[config.mk]
export PLATFORM = sky130hd
export DESIGN_NAME = txseg_host
export DESIGN_NICKNAME = d
export VERILOG_FILES = /design/src/common/txseg_pkg.sv /design/src/txseg_host.sv
export VERILOG_INCLUDE_DIRS = /design/src /design/src/common
export SDC_FILE = /design/constraint.sdc
export NUM_CORES = 1
export LEC_CHECK = 0
export ABC_AREA = 0
export ABC_CLOCK_PERIOD_IN_PS = 8980
export CAP_MARGIN = 20
export CELL_PAD_IN_SITES_DETAIL_PLACEMENT = 0
export CELL_PAD_IN_SITES_GLOBAL_PLACEMENT = 1
export CORE_ASPECT_RATIO = 1.75
export CORE_MARGIN = 2
export CORE_UTILIZATION = 45
export DETAILED_ROUTE_END_ITERATION = 10
export DONT_BUFFER_PORTS = 1
export PLACE_DENSITY_LB_ADDON = 0.1
export SLEW_MARGIN = 20
export SYNTH_ARGS = -nofsm -noshare
export SYNTH_HDL_FRONTEND = slang
export SYNTH_SLANG_ARGS = --single-unit
[constraint.sdc]
create_clock -name i_clk -period 8.98 [get_ports i_clk]
set_input_delay 0.898 -clock i_clk [delete_from_list [all_inputs] [get_ports i_clk]]
set_output_delay 0.898 -clock i_clk [all_outputs]
set_load 0.1 [all_outputs]
[src/common/txseg_regs.svh]
// Purpose: constants for the segmented transmit stream source
// Assumes: one clock at 100 MHz, period 10 ns
// Notes: source widths, counts and the reset hold time live here
`ifndef TXSEG_REGS_SVH
`define TXSEG_REGS_SVH

// bus geometry
`define TXSEG_NSEG 2
`define TXSEG_SEG_BYTES 8
`define TXSEG_SEG_W 64
`define TXSEG_DATA_W 128
`define TXSEG_MTY_W 3
`define TXSEG_MTY_NONE 3'h0

// two-entry buffer
`define TXSEG_DEPTH 2
`define TXSEG_CNT_W 2
`define TXSEG_PTR_W 1

// reset hold toward the device after our own reset lifts
`define TXSEG_CLK_PERIOD_NS 10
`define TXSEG_RST_HOLD_NS 100
`define TXSEG_RST_HOLD_CYC \
  ((`TXSEG_RST_HOLD_NS + `TXSEG_CLK_PERIOD_NS - 1) / `TXSEG_CLK_PERIOD_NS)
`define TXSEG_RST_CNT_W 4

`endif

[src/common/txseg_pkg.sv]
// Purpose: types for the segmented transmit stream source
// Assumes: constants come from txseg_regs.svh
// Notes: one buffered beat holds both segments
`include "txseg_regs.svh"

package txseg_pkg;

  // one beat of both segments, already cleaned up
  typedef struct packed {
    logic [`TXSEG_DATA_W-1:0] data;
    logic [`TXSEG_NSEG-1:0] ena;
    logic [`TXSEG_NSEG-1:0] sop;
    logic [`TXSEG_NSEG-1:0] eop;
    logic [`TXSEG_NSEG-1:0] err;
    logic [`TXSEG_NSEG*`TXSEG_MTY_W-1:0] mty;
  } beat_s;

  // frame tracking on the device side
  typedef enum logic {
    FRAME_IDLE,
    FRAME_OPEN
  } frame_e;

endpackage

[src/txseg_host.sv]
// Purpose: stream source driving the segmented transmit port of the MAC
// Assumes: i_clk is the transmit clock handed out by the MAC
// Notes: user beats pass a two-entry buffer before reaching the MAC
//
// Functional notes
// - drop valid at once while ready low
// - only valid-high cycles carry any transfer
// - two independent 8-byte segments, either boundary
// - segment moves only with enable and valid
// - at most one frame start per cycle
// - at most one frame end per cycle
// - empty count gives unused trailing bytes
// - empty count zero outside end cycle
// - bad flag only on final transfer
// - keep feeding every ready cycle in frame
// - active-high synchronous reset held until stable
`timescale 1ns/1ps
`default_nettype none
`include "txseg_regs.svh"

module txseg_host (
  // clock and reset
  input wire logic i_clk,
  input wire logic i_rst,
  // user side beat, segment zero
  input wire logic i_usr_valid,
  output logic o_usr_ready,
  input wire logic [`TXSEG_SEG_W-1:0] i_usr_segment_zero_data,
  input wire logic i_usr_segment_zero_enable,
  input wire logic i_usr_segment_zero_frame_start,
  input wire logic i_usr_segment_zero_frame_end,
  input wire logic i_usr_segment_zero_bad_frame,
  input wire logic [`TXSEG_MTY_W-1:0] i_usr_segment_zero_empty_bytes,
  // user side beat, segment one
  input wire logic [`TXSEG_SEG_W-1:0] i_usr_segment_one_data,
  input wire logic i_usr_segment_one_enable,
  input wire logic i_usr_segment_one_frame_start,
  input wire logic i_usr_segment_one_frame_end,
  input wire logic i_usr_segment_one_bad_frame,
  input wire logic [`TXSEG_MTY_W-1:0] i_usr_segment_one_empty_bytes,
  // user side status
  input wire logic i_clear_underflow,
  output logic o_format_error,
  output logic o_starved,
  output logic o_underflow_seen,
  output logic o_frame_open,
  // MAC transmit port
  output logic o_tx_reset,
  input wire logic i_tx_ready,
  input wire logic i_tx_underflow,
  output logic o_tx_valid,
  output logic [`TXSEG_DATA_W-1:0] o_tx_data,
  output logic o_segment_zero_enable,
  output logic o_segment_one_enable,
  output logic o_segment_zero_frame_start,
  output logic o_segment_one_frame_start,
  output logic o_segment_zero_frame_end,
  output logic o_segment_one_frame_end,
  output logic o_segment_zero_bad_frame,
  output logic o_segment_one_bad_frame,
  output logic [`TXSEG_MTY_W-1:0] o_segment_zero_empty_bytes,
  output logic [`TXSEG_MTY_W-1:0] o_segment_one_empty_bytes
);

  // a segment counts only with its enable and the bus valid
  function automatic logic seg_live(input logic valid, input logic ena);
    seg_live = valid & ena;
  endfunction

  // frame state after one segment: a start opens, an end closes
  function automatic txseg_pkg::frame_e frame_step(
    input txseg_pkg::frame_e cur,
    input logic sop,
    input logic eop
  );
    frame_step = cur;
    if (sop) begin
      frame_step = txseg_pkg::FRAME_OPEN;
    end
    if (eop) begin
      frame_step = txseg_pkg::FRAME_IDLE;
    end
  endfunction

  // gather user inputs per segment; segment zero holds earlier bytes
  // the MAC reads segment one as the later half of the word
  wire logic [`TXSEG_NSEG-1:0] u_ena;
  wire logic [`TXSEG_NSEG-1:0] u_sop;
  wire logic [`TXSEG_NSEG-1:0] u_eop;
  wire logic [`TXSEG_NSEG-1:0] u_err;
  wire logic [`TXSEG_NSEG*`TXSEG_MTY_W-1:0] u_mty;
  wire logic [`TXSEG_DATA_W-1:0] u_data;
  assign u_ena = {i_usr_segment_one_enable, i_usr_segment_zero_enable};
  assign u_sop = {i_usr_segment_one_frame_start,
                  i_usr_segment_zero_frame_start};
  assign u_eop = {i_usr_segment_one_frame_end, i_usr_segment_zero_frame_end};
  assign u_err = {i_usr_segment_one_bad_frame, i_usr_segment_zero_bad_frame};
  assign u_mty = {i_usr_segment_one_empty_bytes,
                  i_usr_segment_zero_empty_bytes};
  assign u_data = {i_usr_segment_one_data, i_usr_segment_zero_data};

  // clean each segment: flags only where enabled, extras cleared
  // stray flags on an idle segment would upset the MAC framing
  wire logic [`TXSEG_NSEG-1:0] c_sop;
  wire logic [`TXSEG_NSEG-1:0] c_eop;
  wire logic [`TXSEG_NSEG-1:0] c_err;
  wire logic [`TXSEG_NSEG-1:0] c_ena;
  wire logic [`TXSEG_NSEG*`TXSEG_MTY_W-1:0] c_mty;
  genvar s;
  generate
    for (s = 0; s < `TXSEG_NSEG; s = s + 1) begin : g_seg
      assign c_ena[s] = seg_live(i_usr_valid, u_ena[s]);
      assign c_eop[s] = c_ena[s] & u_eop[s];
      assign c_err[s] = c_eop[s] & u_err[s];
      // empty count only on the end segment, else all bytes valid
      assign c_mty[s*`TXSEG_MTY_W +: `TXSEG_MTY_W] = c_eop[s] ?
        u_mty[s*`TXSEG_MTY_W +: `TXSEG_MTY_W] : `TXSEG_MTY_NONE;
    end
  endgenerate

  // one start per beat: a second start in segment one is dropped
  // keeping segment zero keeps the earlier frame whole
  wire logic two_sop;
  wire logic two_eop;
  assign two_sop = seg_live(i_usr_valid, u_ena[0]) & u_sop[0] &
                   seg_live(i_usr_valid, u_ena[1]) & u_sop[1];
  assign two_eop = c_eop[0] & c_eop[1];
  assign c_sop[0] = c_ena[0] & u_sop[0];
  assign c_sop[1] = c_ena[1] & u_sop[1] & ~two_sop;

  // any end in segment one is dropped when segment zero also ends
  // the user still sees the drop through the format pulse
  wire logic [`TXSEG_NSEG-1:0] k_eop;
  wire logic [`TXSEG_NSEG-1:0] k_err;
  wire logic [`TXSEG_NSEG*`TXSEG_MTY_W-1:0] k_mty;
  assign k_eop = {c_eop[1] & ~two_eop, c_eop[0]};
  assign k_err = {c_err[1] & ~two_eop, c_err[0]};
  assign k_mty = {two_eop ? `TXSEG_MTY_NONE :
                  c_mty[`TXSEG_MTY_W +: `TXSEG_MTY_W],
                  c_mty[`TXSEG_MTY_W-1:0]};

  // cleaned beat as it enters the buffer
  txseg_pkg::beat_s in_beat;
  assign in_beat.data = u_data;
  assign in_beat.ena = c_ena;
  assign in_beat.sop = c_sop;
  assign in_beat.eop = k_eop;
  assign in_beat.err = k_err;
  assign in_beat.mty = k_mty;

  // two-entry buffer bookkeeping
  // two entries let the MAC drop ready without losing a user beat
  txseg_pkg::beat_s buf_q [`TXSEG_DEPTH];
  logic [`TXSEG_PTR_W-1:0] wr_q;
  logic [`TXSEG_PTR_W-1:0] rd_q;
  logic [`TXSEG_CNT_W-1:0] cnt_q;
  wire logic buf_full;
  wire logic buf_has;
  wire logic push;
  wire logic pop;
  assign buf_full = (cnt_q == `TXSEG_CNT_W'(`TXSEG_DEPTH));
  assign buf_has = (cnt_q != `TXSEG_CNT_W'(0));
  assign o_usr_ready = ~buf_full & ~o_tx_reset;
  assign push = i_usr_valid & o_usr_ready & (|c_ena);
  assign pop = buf_has & i_tx_ready;

  // buffer storage, written only at the write index
  // stale entries are harmless: the fill level says what is live
  always_ff @(posedge i_clk or posedge i_rst) begin
    if (i_rst) begin
      buf_q[0] <= '0;
      buf_q[1] <= '0;
    end else if (push) begin
      buf_q[wr_q] <= in_beat;
    end
  end

  // buffer pointers and fill level
  // one-bit pointers wrap by themselves over the two entries
  always_ff @(posedge i_clk or posedge i_rst) begin
    if (i_rst) begin
      wr_q <= '0;
      rd_q <= '0;
      cnt_q <= '0;
    end else begin
      wr_q <= wr_q + `TXSEG_PTR_W'(push);
      rd_q <= rd_q + `TXSEG_PTR_W'(pop);
      cnt_q <= cnt_q + `TXSEG_CNT_W'(push) - `TXSEG_CNT_W'(pop);
    end
  end

  // head beat toward the MAC; valid falls with ready at once
  // valid is combinational so a ready drop stops the beat in time
  txseg_pkg::beat_s head;
  assign head = buf_q[rd_q];
  assign o_tx_valid = pop;
  assign o_tx_data = head.data;
  assign o_segment_zero_enable = head.ena[0];
  assign o_segment_one_enable = head.ena[1];
  assign o_segment_zero_frame_start = head.sop[0];
  assign o_segment_one_frame_start = head.sop[1];
  assign o_segment_zero_frame_end = head.eop[0];
  assign o_segment_one_frame_end = head.eop[1];
  assign o_segment_zero_bad_frame = head.err[0];
  assign o_segment_one_bad_frame = head.err[1];
  assign o_segment_zero_empty_bytes = head.mty[`TXSEG_MTY_W-1:0];
  assign o_segment_one_empty_bytes = head.mty[`TXSEG_MTY_W +: `TXSEG_MTY_W];

  // frame state after each beat the MAC takes, segment zero first
  // a beat may close one frame and open the next
  txseg_pkg::frame_e frame_q;
  txseg_pkg::frame_e frame_d;
  txseg_pkg::frame_e mid_state;
  always_comb begin
    mid_state = frame_step(frame_q, head.sop[0], head.eop[0]);
    frame_d = frame_q;
    if (pop) begin
      frame_d = frame_step(mid_state, head.sop[1], head.eop[1]);
    end
  end

  // ready cycle inside a frame with nothing to send
  // the user must keep the buffer fed while a frame is open
  wire logic starve_now;
  assign starve_now = (frame_q == txseg_pkg::FRAME_OPEN) & i_tx_ready &
                      ~buf_has;

  // user-side violation seen on an accepted beat
  // a beat held back by a full buffer is not counted yet
  wire logic fmt_now;
  assign fmt_now = i_usr_valid & o_usr_ready & (two_sop | two_eop);

  // status: frame state, pulses, sticky MAC underflow
  logic starved_q;
  logic fmt_q;
  logic unf_q;

  // frame state advances only on beats the MAC takes
  always_ff @(posedge i_clk or posedge i_rst) begin
    if (i_rst) begin
      frame_q <= txseg_pkg::FRAME_IDLE;
    end else begin
      frame_q <= frame_d;
    end
  end

  // starvation flag, high after each idle ready cycle in a frame
  always_ff @(posedge i_clk or posedge i_rst) begin
    if (i_rst) begin
      starved_q <= 1'b0;
    end else begin
      starved_q <= starve_now;
    end
  end

  // format pulse after a beat that lost a second start or a second end
  always_ff @(posedge i_clk or posedge i_rst) begin
    if (i_rst) begin
      fmt_q <= 1'b0;
    end else begin
      fmt_q <= fmt_now;
    end
  end

  // sticky MAC underflow; a new underflow beats the clear
  always_ff @(posedge i_clk or posedge i_rst) begin
    if (i_rst) begin
      unf_q <= 1'b0;
    end else begin
      unf_q <= i_tx_underflow | (unf_q & ~i_clear_underflow);
    end
  end
  assign o_starved = starved_q;
  assign o_format_error = fmt_q;
  assign o_underflow_seen = unf_q;
  assign o_frame_open = (frame_q == txseg_pkg::FRAME_OPEN);

  // MAC reset: high during ours, then held a few cycles more
  // the MAC wants a synchronous reset, so this comes from a flop
  logic [`TXSEG_RST_CNT_W-1:0] rst_cnt_q;
  logic tx_rst_q;
  always_ff @(posedge i_clk or posedge i_rst) begin
    if (i_rst) begin
      rst_cnt_q <= '0;
      tx_rst_q <= 1'b1;
    end else if (tx_rst_q) begin
      rst_cnt_q <= rst_cnt_q + `TXSEG_RST_CNT_W'(1);
      tx_rst_q <= (rst_cnt_q !=
                   `TXSEG_RST_CNT_W'(`TXSEG_RST_HOLD_CYC - 1));
    end
  end
  assign o_tx_reset = tx_rst_q;

endmodule
`default_nettype wire

## Word level (Yosys, flattened, before mapping)

Index checks and enable logic that the tools add are counted.

| storage, ports and cells | value |
|---|---|
| register bits | 297 |
| input port bits | 148 |
| output and inout port bits | 149 |
| logic and storage cells | 82 |

| operators by class | value |
|---|---|
| $add $sub $neg | 5 |
| order comparisons | 3 |
| equal/unequal tests | 2 |
| muxes and demuxes | 14 |
| bitwise logic cells | 32 |
| reductions and logical operators | 5 |

Operator list:

| kind | number |
|---|---|
| 2-to-1 mux 142 bit | 4 |
| bitwise mux 284 bit | 1 |
| demux 142 bit (select 1 bit) | 1 |
| bitwise AND 1 bit | 22 |
| 2-to-1 mux 3 bit | 3 |
| NOT 1 bit | 6 |
| 2-to-1 mux 1 bit | 5 |
| adder 4 x 1 -> 4 bit, second input constant | 1 |
| >= comparator 2 bit, second input constant | 2 |
| != test 4 bit, second input constant | 1 |
| NOT 1 -> 2 bit | 2 |
| nonzero test 4 bit | 1 |
| adder 1 bit | 2 |
| adder 2 x 1 -> 2 bit | 1 |
| == test 2 bit, second input constant | 1 |
| less-than comparator 2 x 1 -> 1 bit, second input constant | 1 |
| bitwise OR 1 bit | 2 |
| AND reduction 2 bit | 1 |
| nonzero test 2 bit | 1 |
| OR reduction 2 bit | 1 |
| subtractor 2 x 1 -> 2 bit | 1 |
| logical AND 1 bit | 1 |

## Longest topological paths before layout

Gate-level depths: netlist of the first run.

| logic depth | value |
|---|---|
| depth after elaboration | 8 |
| gate-level depth with buffers | 9 |
| mapped depth without buffers | 9 |

## Worst setup path after synthesis of the first run

Ideal clock, no wire load.

| timing | value |
|---|---|
| path type | reg2out |
| start | register rd_q |
| end | output port o_segment_zero_bad_frame |
| data arrival time | 2861 ps |
| data required time | 8082 ps |
| setup slack | 5221 ps |
| cell stages (with the launch flop) | 4 |
| buffers on the path | 2 |
| cell sequence | dfrtp_1 > buf_4 > buf_2 > o21ai_0 |

| between the ends | value |
|---|---|
| word-level cells in the longest chain between the ends | 4 |

Ends and longest elaborated chain:

| item | line | text |
|---|---|---|
| start: declaration | txseg_host.sv:155 | `` logic [`TXSEG_PTR_W-1:0] rd_q; `` |
| start signal: assignment | txseg_host.sv:187 | `` rd_q <= rd_q + `TXSEG_PTR_W'(pop); `` |
| NOT 1 -> 2 bit (not written as such) | txseg_host.sv:195 | `assign head = buf_q[rd_q];` |
| 2-to-1 mux 142 bit (not written as such) (3 in a row) | txseg_host.sv:195 |  |
| end: declaration | txseg_host.sv:59 | `output logic o_segment_zero_bad_frame,` |

Every way passes these cells. The select of a mux whose other input is x is not followed.

## Worst setup path in the final report of the first run

| timing | value |
|---|---|
| start | register rd_q |
| end | output port o_tx_data[92] |

| between the ends | value |
|---|---|
| word-level cells in the longest chain between the ends | 4 |

Ends and longest elaborated chain:

| item | line | text |
|---|---|---|
| NOT 1 -> 2 bit (not written as such) | txseg_host.sv:195 |  |
| 2-to-1 mux 142 bit (not written as such) (3 in a row) | txseg_host.sv:195 |  |
| end: declaration | txseg_host.sv:52 | `` output logic [`TXSEG_DATA_W-1:0] o_tx_data, `` |

Every way passes these cells. The select of a mux whose other input is x is not followed.

==> run metrics, run 1 <==
Rows 82; global route overflow 0; Via density 5.48; worst relative slew slack 23.6%; DPL Wire Length 19.5 mm; final number of max-transition violations 0; core area 28600 µm²; worst hold path class in2async; Gate Count Post-Synth 859; vias 6812; CP required 8080 ps; syn nets 1013; Die Y 229 µm; WL final 28.4 mm; Root Buffer clkbuf_16; DIE WIDTH 133 µm; ys flop type dfrtp_1; Max Cap Viol 0; outcome completed; DRT antenna net count 0; ant diodes 0; area of the multi-input gates 5170 µm²; io pins 297; vias in the first global route 7818; nets 1000; Distinct cells, synth 32; post-CTS sizing 0; number of remaining DRC errors 0; Post-Route Utilization 49.5%; Initial Util 45.7%; crit path DAT 3330 ps; TritonCTS Sinks 297; CTS tree yes; CP max FO 77; routability congestion estimate from global placement 0.829; clk buf depth 3; TNS Setup 0 ps; R2R cell count 5; Mapped Area 13100 µm²; RSZ-0062 raised after global routing no; post-route minimum period 4230 ps; endpoint class of the critical path output pin; Clock Skews 11.3 ps; Avg Cell Area, Syn 15.2 µm²; Fillers 2424; antenna violations before repair 0; Synth async-reset ratio 100%; area growth from synthesis to layout 8.36%; GRT Total Usage 18.6%; setup violators final 0; CP startpoint kind register; Sequential Area 7440 µm²; sequential share of the synthesized area 56.9%; later-pin clock latency in the skew report 550 ps; share of cells above drive strength 1 53.2%; Yosys warnings 0; Initial DRC Count 198; final standard cell area without fillers 14200 µm²; H-tree depth 1; number of flops mapped to enable cells by yosys 0; post-DR wirelength/cell 22.8 µm; clock-pin slew on the worst setup and hold paths 60 ps; CTS Buf Count 29; Final Hold Fails 0; Port Buffer Count 0; Post-CTS Setup Inserts 0; Setup Crit Path Kind reg2out; FF+latch count, synth 297; largest net degree at the start of global routing 138; first-pass GRT wire length 44.8 mm; Worst Tran Pin Value 1150 ps; Initial DRT Pass Iterations 4; Max Clock Freq 0.237 GHz; Final Cycle Share 47.1%; DP Area 13200 µm²; Hold-fix buffers, CTS 0; die area 30500 µm²
==> Yosys cell counts (2+ instances only) <==
cell       n  area share, %
a21o_1     2           0.11
nand3_1   11           0.42
buf_6     24            2.1
a21oi_1    3           0.11
buf_4      9           0.52
o21ai_0   16           0.61
nor2b_1    8           0.38
ha_1       6           0.57
a31o_2     8           0.54
mux2_2   377             32
mux2_1    14            1.2
mux2_4    11            1.3
buf_2     18           0.69
dfrtp_1  296             57
and3_1     3           0.14
xnor2_1    5           0.34
nand2_1   13           0.37
inv_1     21           0.60
==> final cells by class <==
class,instances,share of cell area [%]
Clock inverter,11,0.778
Tap cell,378,3.34
Clock buffer,39,5.74
Multi-Input combinational cell,489,36.5
Sequential cell,297,52.5
Inverter,21,0.583
Timing Repair Buffer,8,0.539
==> through the flow <==
step           cells  hold slack (ps)  setup slack (ps)
5_1_grt         1243              425              4590
3_3_place_gp    1193              459              5400
4_1_cts         1243              409              4690
6_report        1243              410              4750
3_5_place_dp    1193              473              5300
2_1_floorplan    859              445              4140
==> path summary, 6_finish.rpt <==
kind	startpoint	endpoint	slack, ps
worst max-delay path	rd_q$_DFF_PP0_	o_tx_data[92]	4750
worst min-delay path	i_rst	buf_q[196]$_DFFE_PP0P_	410
worst max register to register	o_tx_reset$_DFF_PP1_	buf_q[181]$_DFFE_PP0P_	5980
worst min register to register	buf_q[65]$_DFFE_PP0P_	buf_q[65]$_DFFE_PP0P_	480
max in group asynchronous	i_rst	buf_q[162]$_DFFE_PP0P_	6720
min in group i_clk	i_tx_underflow	o_underflow_seen$_DFF_PP0_	440
==> worst max-delay path, cell delays in order (launching register included) <==
cell and delay (ps):
dfrtp_4 1120, buf_4 880, mux2_2 670
==> placed cells by master, fill, tap and decap left out, types with 4 or more instances in the layout <==
cell type / instances
clkbuf_16: 29
clkinv_2: 7
nor2b_1: 8
mux2_4: 11
nand3_1: 11
clkbuf_1: 5
nand2_1: 13
ha_1: 4
o21ai_2: 5
mux2_2: 377
clkbuf_8: 5
buf_4: 6
xnor2_1: 5
dfrtp_1: 295
o21ai_0: 11
mux2_1: 14
inv_1: 20
a31o_2: 8
==> flip-flops by register name (all words and copies together), names as in the netlist <==
name and flops:
o_format_error 1, cnt_q 2, wr_q 1, rst_cnt_q 4
buf_q 284, o_tx_reset 1, o_frame_open 1, o_starved 1
o_underflow_seen 1, rd_q 1
==> kinds of logic (layout without fill, tap and decap cells) <==
family,Yosys count,in the layout,synth area share (%)
XOR/XNOR,6,6,0.402
multiplexers,403,403,35.0
flip-flops,297,297,56.9
AND/OR/NAND/NOR,40,40,1.53
adder cells (fa/ha/maj),6,6,0.574
AO/OA/AOI/OAI,34,34,1.67
buffers and inverters,73,79,3.91
==> layer usage <==
layer,global-route usage [%],vias up,share of wire [%]
met5,0,-,0
met1,19.4,3520,34
met4,8.43,0,4.2
met2,33.4,227,53
met3,6.44,56,8.6
li1,-,3009,-
Power of run 1 is left out: the tool's default activity adds up to more than one toggle a clock period on the data nets, which glitch-free logic cannot reach.
==> run 2: changes to the inputs <==
--- a/config.mk
+++ b/config.mk
@@ -7,7 +7,7 @@
 export NUM_CORES = 1
 export LEC_CHECK = 0
 export ABC_AREA = 0
-export ABC_CLOCK_PERIOD_IN_PS = 8980
+export ABC_CLOCK_PERIOD_IN_PS = 4300
 export CAP_MARGIN = 20
 export CELL_PAD_IN_SITES_DETAIL_PLACEMENT = 0
 export CELL_PAD_IN_SITES_GLOBAL_PLACEMENT = 1
==> constraint.sdc (replaced) <==
create_clock -name i_clk -period 4.3 [get_ports i_clk]
set_input_delay 0.43 -clock i_clk [delete_from_list [all_inputs] [get_ports i_clk]]
set_output_delay 0.43 -clock i_clk [all_outputs]
set_load 0.1 [all_outputs]
==> run 2 against run 1 <==
  * Utilization rose by 0.86 points
  * Worst setup slack worse by 3600 ps
  * Hold slack worse by 380 ps
  * Global-route usage increased by 0.25 points
  * Wire length up 1.7%
  * Design area increased by 1.7%
  * Count of clock-buffer cells in the layout grew 5
  * Critical endpoint is now o_segment_zero_empty_bytes[2]
  * Highest routed layer unchanged
==> run metrics, run 2 (synthesis gave the netlist of run 1 again) <==
final number of max-transition violations 0 (unchanged); Final Cycle Share 73.2%; first-pass GRT wire length 45.2 mm (+1.0%); Crit. Startpoint rd_q$_DFF_PP0_; ant diodes 0 (unchanged); r2r setup slk 1380 ps (-4600 ps); clock-pin slew on the worst setup and hold paths 60 ps (about the same); largest registers buf_q x284, rst_cnt_q x4, cnt_q x2; Setup Crit Path Kind reg2out; CP required 3870 ps (-4210 ps); die area 30500 µm² (unchanged); Post-CTS Setup Inserts 0 (unchanged); reg2reg start o_tx_reset$_DFF_PP1_; nets 1017 (+1.7%); Via density 5.49 (+0.16%); DPL Wire Length 20.1 mm (+3.1%); leading cell type in the layout, fill and taps excluded mux2_2; endpoint class of the critical path output pin; worst hold path class in2reg; io pins 297 (unchanged); setup violators final 0 (unchanged); crit path DAT 2720 ps (-610 ps); CP startpoint kind register; max reg flops 284 (unchanged); Die Y 229 µm (unchanged); largest net degree at the start of global routing 122 (-12%); Critical Path End o_segment_zero_empty_bytes[2]; Initial DRT Pass Iterations 4 (unchanged); TritonCTS Sinks 297 (unchanged); R2R cell count 5 (unchanged); Initial DRC Count 215 (+8.6%); Worst Tran Pin Value 1130 ps (-19.5 ps); Max Cap Viol 0 (unchanged); RSZ-0062 raised after global routing no; share of cells above drive strength 1 52.9% (-0.28 points); Top reg by flops buf_q; Rows 82 (unchanged); core area 28600 µm² (unchanged); Final Hold Fails 0 (unchanged); antenna violations before repair 0 (unchanged); RR Endpoint buf_q[273]$_DFFE_PP0P_; number of remaining DRC errors 0 (unchanged); CTS Buf Count 28 (-3.4%); Root Buffer clkbuf_16; later-pin clock latency in the skew report 540 ps (about the same); commonest cells after routing, fill and taps aside mux2_2 (377), dfrtp_1 (295), clkbuf_16 (29), inv_1 (20), mux2_1 (14); Max Clock Freq 0.318 GHz; Port Buffer Count 0 (unchanged); clk buf depth 3 (unchanged); worst relative slew slack 24.9% (+1.3 points); CP max FO 43 (-44%); H-tree depth 1 (unchanged); Clock Skews 17.0 ps (+5.69 ps); CTS tree yes; Fin Hold WS 28.1 ps (-382 ps); area growth from synthesis to layout 10.2%; post-DR wirelength/cell 22.9 µm (+0.42%); vias in the first global route 7720 (-1.3%); Initial Util 45.7% (unchanged); global route overflow 0 (unchanged); DIE WIDTH 133 µm (unchanged); routability congestion estimate from global placement 0.835 (+0.63%); GRT Total Usage 18.9% (+0.25 points); vias 6911 (+1.5%); outcome completed; WL final 28.9 mm (+1.7%); post-route minimum period 3150 ps; DRT antenna net count 0 (unchanged)
run 2: layout make-up:
type,instances,area (µm²)
clock buffer,44,872
clock inverter,4,72.6
fill,2447,14200
inverter,21,82.6
multi-input combinational,489,5170
sequential,297,7440
tap,378,473
timing repair buffer,26,300
run 2: layer usage:
metal | global-route usage [%] | up-vias | wire length [µm]
met5 | 0 | - | 0
met4 | 7.19 | 0 | 944
met3 | 6.82 | 48 | 2540
met2 | 33.9 | 238 | 15400
met1 | 20.0 | 3588 | 10000
li1 | - | 3037 | -
run 2: how the worst min path moves through the flow:
stage,from,to,slack (ps),depth (start not counted)
after detailed placement,buf_q[101]$_DFFE_PP0P_,buf_q[101]$_DFFE_PP0P_,470,1
after global routing,i_usr_segment_zero_data[53],buf_q[67]$_DFFE_PP0P_,4,1
final,i_usr_segment_one_data[21],buf_q[99]$_DFFE_PP0P_,30,1
after CTS,i_usr_segment_zero_data[52],buf_q[66]$_DFFE_PP0P_,0.1,1
after global placement,rst_cnt_q[3]$_DFFE_PP0P_,rst_cnt_q[3]$_DFFE_PP0P_,460,1
after floorplan,rst_cnt_q[3]$_DFFE_PP0P_,rst_cnt_q[3]$_DFFE_PP0P_,450,1
run 2: through the flow:
stage	worst slack (ps)	util, %	setup TNS, ps	area (µm²)	cells
3_5_place_dp	1400	46.5	0	13300	1200
3_3_place_gp	1450	46.5	0	13300	1200
4_1_cts	823	50.1	0	14300	1256
6_report	1150	50.3	0	14400	1259
2_1_floorplan	-74.3	-	-21990	13100	859
5_1_grt	1060	50.3	0	14400	1259
run 2: critical path: stages (launching register included):
cell and delay [ps]:
dfrtp_4 710, buf_16 300, buf_4 260, o21ai_2 890
run 2: timing repair:
action	4_1_cts	5_1_grt
resized for setup	0	0
hold endpoints to repair	8	17
hold buffers	8	1
Power of run 2 is left out for the same reason.
==> run 3: changes to the inputs <==
--- a/config.mk
+++ b/config.mk
@@ -7,7 +7,7 @@
 export NUM_CORES = 1
 export LEC_CHECK = 0
 export ABC_AREA = 0
-export ABC_CLOCK_PERIOD_IN_PS = 4300
+export ABC_CLOCK_PERIOD_IN_PS = 2600
 export CAP_MARGIN = 20
 export CELL_PAD_IN_SITES_DETAIL_PLACEMENT = 0
 export CELL_PAD_IN_SITES_GLOBAL_PLACEMENT = 1
==> constraint.sdc (replaced) <==
create_clock -name i_clk -period 2.6 [get_ports i_clk]
set_input_delay 0.26 -clock i_clk [delete_from_list [all_inputs] [get_ports i_clk]]
set_output_delay 0.26 -clock i_clk [all_outputs]
set_load 0.1 [all_outputs]
==> run 3 against run 2 <==
  * Global-route usage up 0.29 points
  * Wire length increased by 0.30%
  * Via count rose by 7.3%
  * Critical path type unchanged
  * Largest cell class unchanged
==> run metrics, run 3 (synthesis gave the netlist of run 1 again) <==
outcome completed; Clock Skews 12.4 ps (-4.55 ps); Top Family by Delay on Critical Path flip-flops; endpoint class of the critical path output pin; crit path DAT 2130 ps (-590 ps); Worst Tran Pin Value 957 ps (-169 ps); post-CTS sizing 0 (unchanged); Final Cycle Share 91.9%; Rows 82 (unchanged); max reg flops 284 (unchanged); Initial DRC Count 286 (+33%); leading cell type in the layout, fill and taps excluded mux2_2; met1 Usage GRT 21.4% (+1.4 points); placed cell count 1209 (+0.75%); commonest cells after routing, fill and taps aside mux2_2 (377), dfrtp_1 (295), dlygate4sd3_1 (145), clkbuf_16 (29), inv_1 (20); Final Hold Fails 0 (unchanged); Via density 5.26 (-4.1%); Slowest Stage Delay on Critical Path 640 ps (-250 ps); global route overflow 0 (unchanged); routability congestion estimate from global placement 0.765 (-8.4%); later-pin clock latency in the skew report 550 ps (about the same); largest registers buf_q x284, rst_cnt_q x4, cnt_q x2; nets 1163 (+14%); ant diodes 0 (unchanged); setup violators final 0 (unchanged); DRT antenna net count 0 (unchanged); H-tree depth 1 (unchanged); TritonCTS Sinks 297 (unchanged); GRT Total Usage 19.2% (+0.29 points); RSZ-0062 raised after global routing no; Setup Crit Path Kind reg2out; CTS Buf Count 28 (unchanged); core area 28600 µm² (unchanged); CP startpoint kind register; DPL Wire Length 19.5 mm (-3.3%); clk buf depth 3 (unchanged); Port Buffer Count 0 (unchanged); Initial Util 45.7% (unchanged); Max Clock Freq 0.418 GHz; post-DR wirelength/cell 20.6 µm (-10%); first-pass GRT wire length 46.8 mm (+3.4%); vias 7418 (+7.3%); number of remaining DRC errors 0 (unchanged); area growth from synthesis to layout 22.2%; die area 30500 µm² (unchanged); met2 Use GR 35.4% (+1.5 points); CP required 2340 ps (-1530 ps); vias in the first global route 8479 (+9.8%); WL final 29.0 mm (+0.30%); post-route minimum period 2390 ps; Max Cap Viol 0 (unchanged); Root Buffer clkbuf_16; grt peak-use layer met2; CP max FO 38 (-12%); antenna violations before repair 0 (unchanged); Critical path buffers and inverters 1 (-1); clock-pin slew on the worst setup and hold paths 60 ps (about the same); worst hold path class in2reg; DIE WIDTH 133 µm (unchanged); Top reg by flops buf_q; share of cells above drive strength 1 46.7% (-6.2 points); largest net degree at the start of global routing 155 (+27%); final number of max-transition violations 0 (unchanged); Initial DRT Pass Iterations 4 (unchanged); CP max stage cell dfrtp_4; Fillers 2319 (-5.2%); TNS Setup 0 ps (unchanged); worst relative slew slack 36.3% (+11 points); met3 usage 4.16% (-2.7 points); Die Y 229 µm (unchanged); worst-path cell chain buf_12 -> mux2_2; Final Non-Filler Cells 1409 (+12%); io pins 297 (unchanged); CTS tree yes
-- run 3: cell types whose count changed in the layout (fill, tap and decap cells not counted), sizes merged --
cell	previous run	this run
buf	17	27
bufinv	2	6
clkbuf	44	37
clkinv	1	7
clkinvlp	2	3
dlygate4sd3	9	145
-- run 3: area by class of cell --
| type | instances | area, µm² | share of cell area [%] |
|---|---|---|---|
| tap | 378 | 473 | 2.96 |
| sequential | 297 | 7440 | 46.6 |
| timing repair buffer | 172 | 1790 | 11.2 |
| clock buffer | 37 | 786 | 4.92 |
| clock inverter | 15 | 230 | 1.44 |
| inverter | 21 | 82.6 | 0.517 |
| multi-input combinational | 489 | 5170 | 32.4 |
-- run 3: path summary, 6_finish.rpt --
check / depth (start not counted) / end / from / slack, ps
max in group asynchronous: 3 / buf_q[226]$_DFFE_PP0P_ / i_rst / 1480
worst max-delay path: 2 / o_tx_data[120] / rd_q$_DFF_PP0_ / 210
min in group asynchronous: 3 / buf_q[52]$_DFFE_PP0P_ / i_rst / 390
worst min register to register: 1 / buf_q[100]$_DFFE_PP0P_ / buf_q[100]$_DFFE_PP0P_ / 480
worst min-delay path: 2 / buf_q[10]$_DFFE_PP0P_ / i_usr_valid / 20
worst max register to register: 8 / buf_q[154]$_DFFE_PP0P_ / cnt_q[0]$_DFF_PP0_ / 290
-- run 3: repair_timing --
action                                  4_1_cts  5_1_grt
endpoints found under the hold margin       574        0
buffers inserted                              1        2
endpoints found under the setup margin        5        1
hold buffers                                145        0
pin swaps                                     0        1
-- run 3: through the flow --
stage          utilization (%)  setup slack [ps]  hold WS, ps  area, µm²
4_1_cts                   55.7              28.5         4.41      15900
6_report                  55.8               210         24.6      16000
2_1_floorplan                -             -1600          352      13100
5_1_grt                   55.8               135         46.4      16000
3_3_place_gp              47.0               400          355      13500
3_5_place_dp              47.0               312          359      13500
-- run 3: per-layer routing --
layer  vias to the layer above  routed length, µm
li1                       3344                  -
met1                      3819              10800
met2                       202              15600
met3                        53               1630
met4                         0                904
met5                         -                  0
Power of run 3 is left out for the same reason.
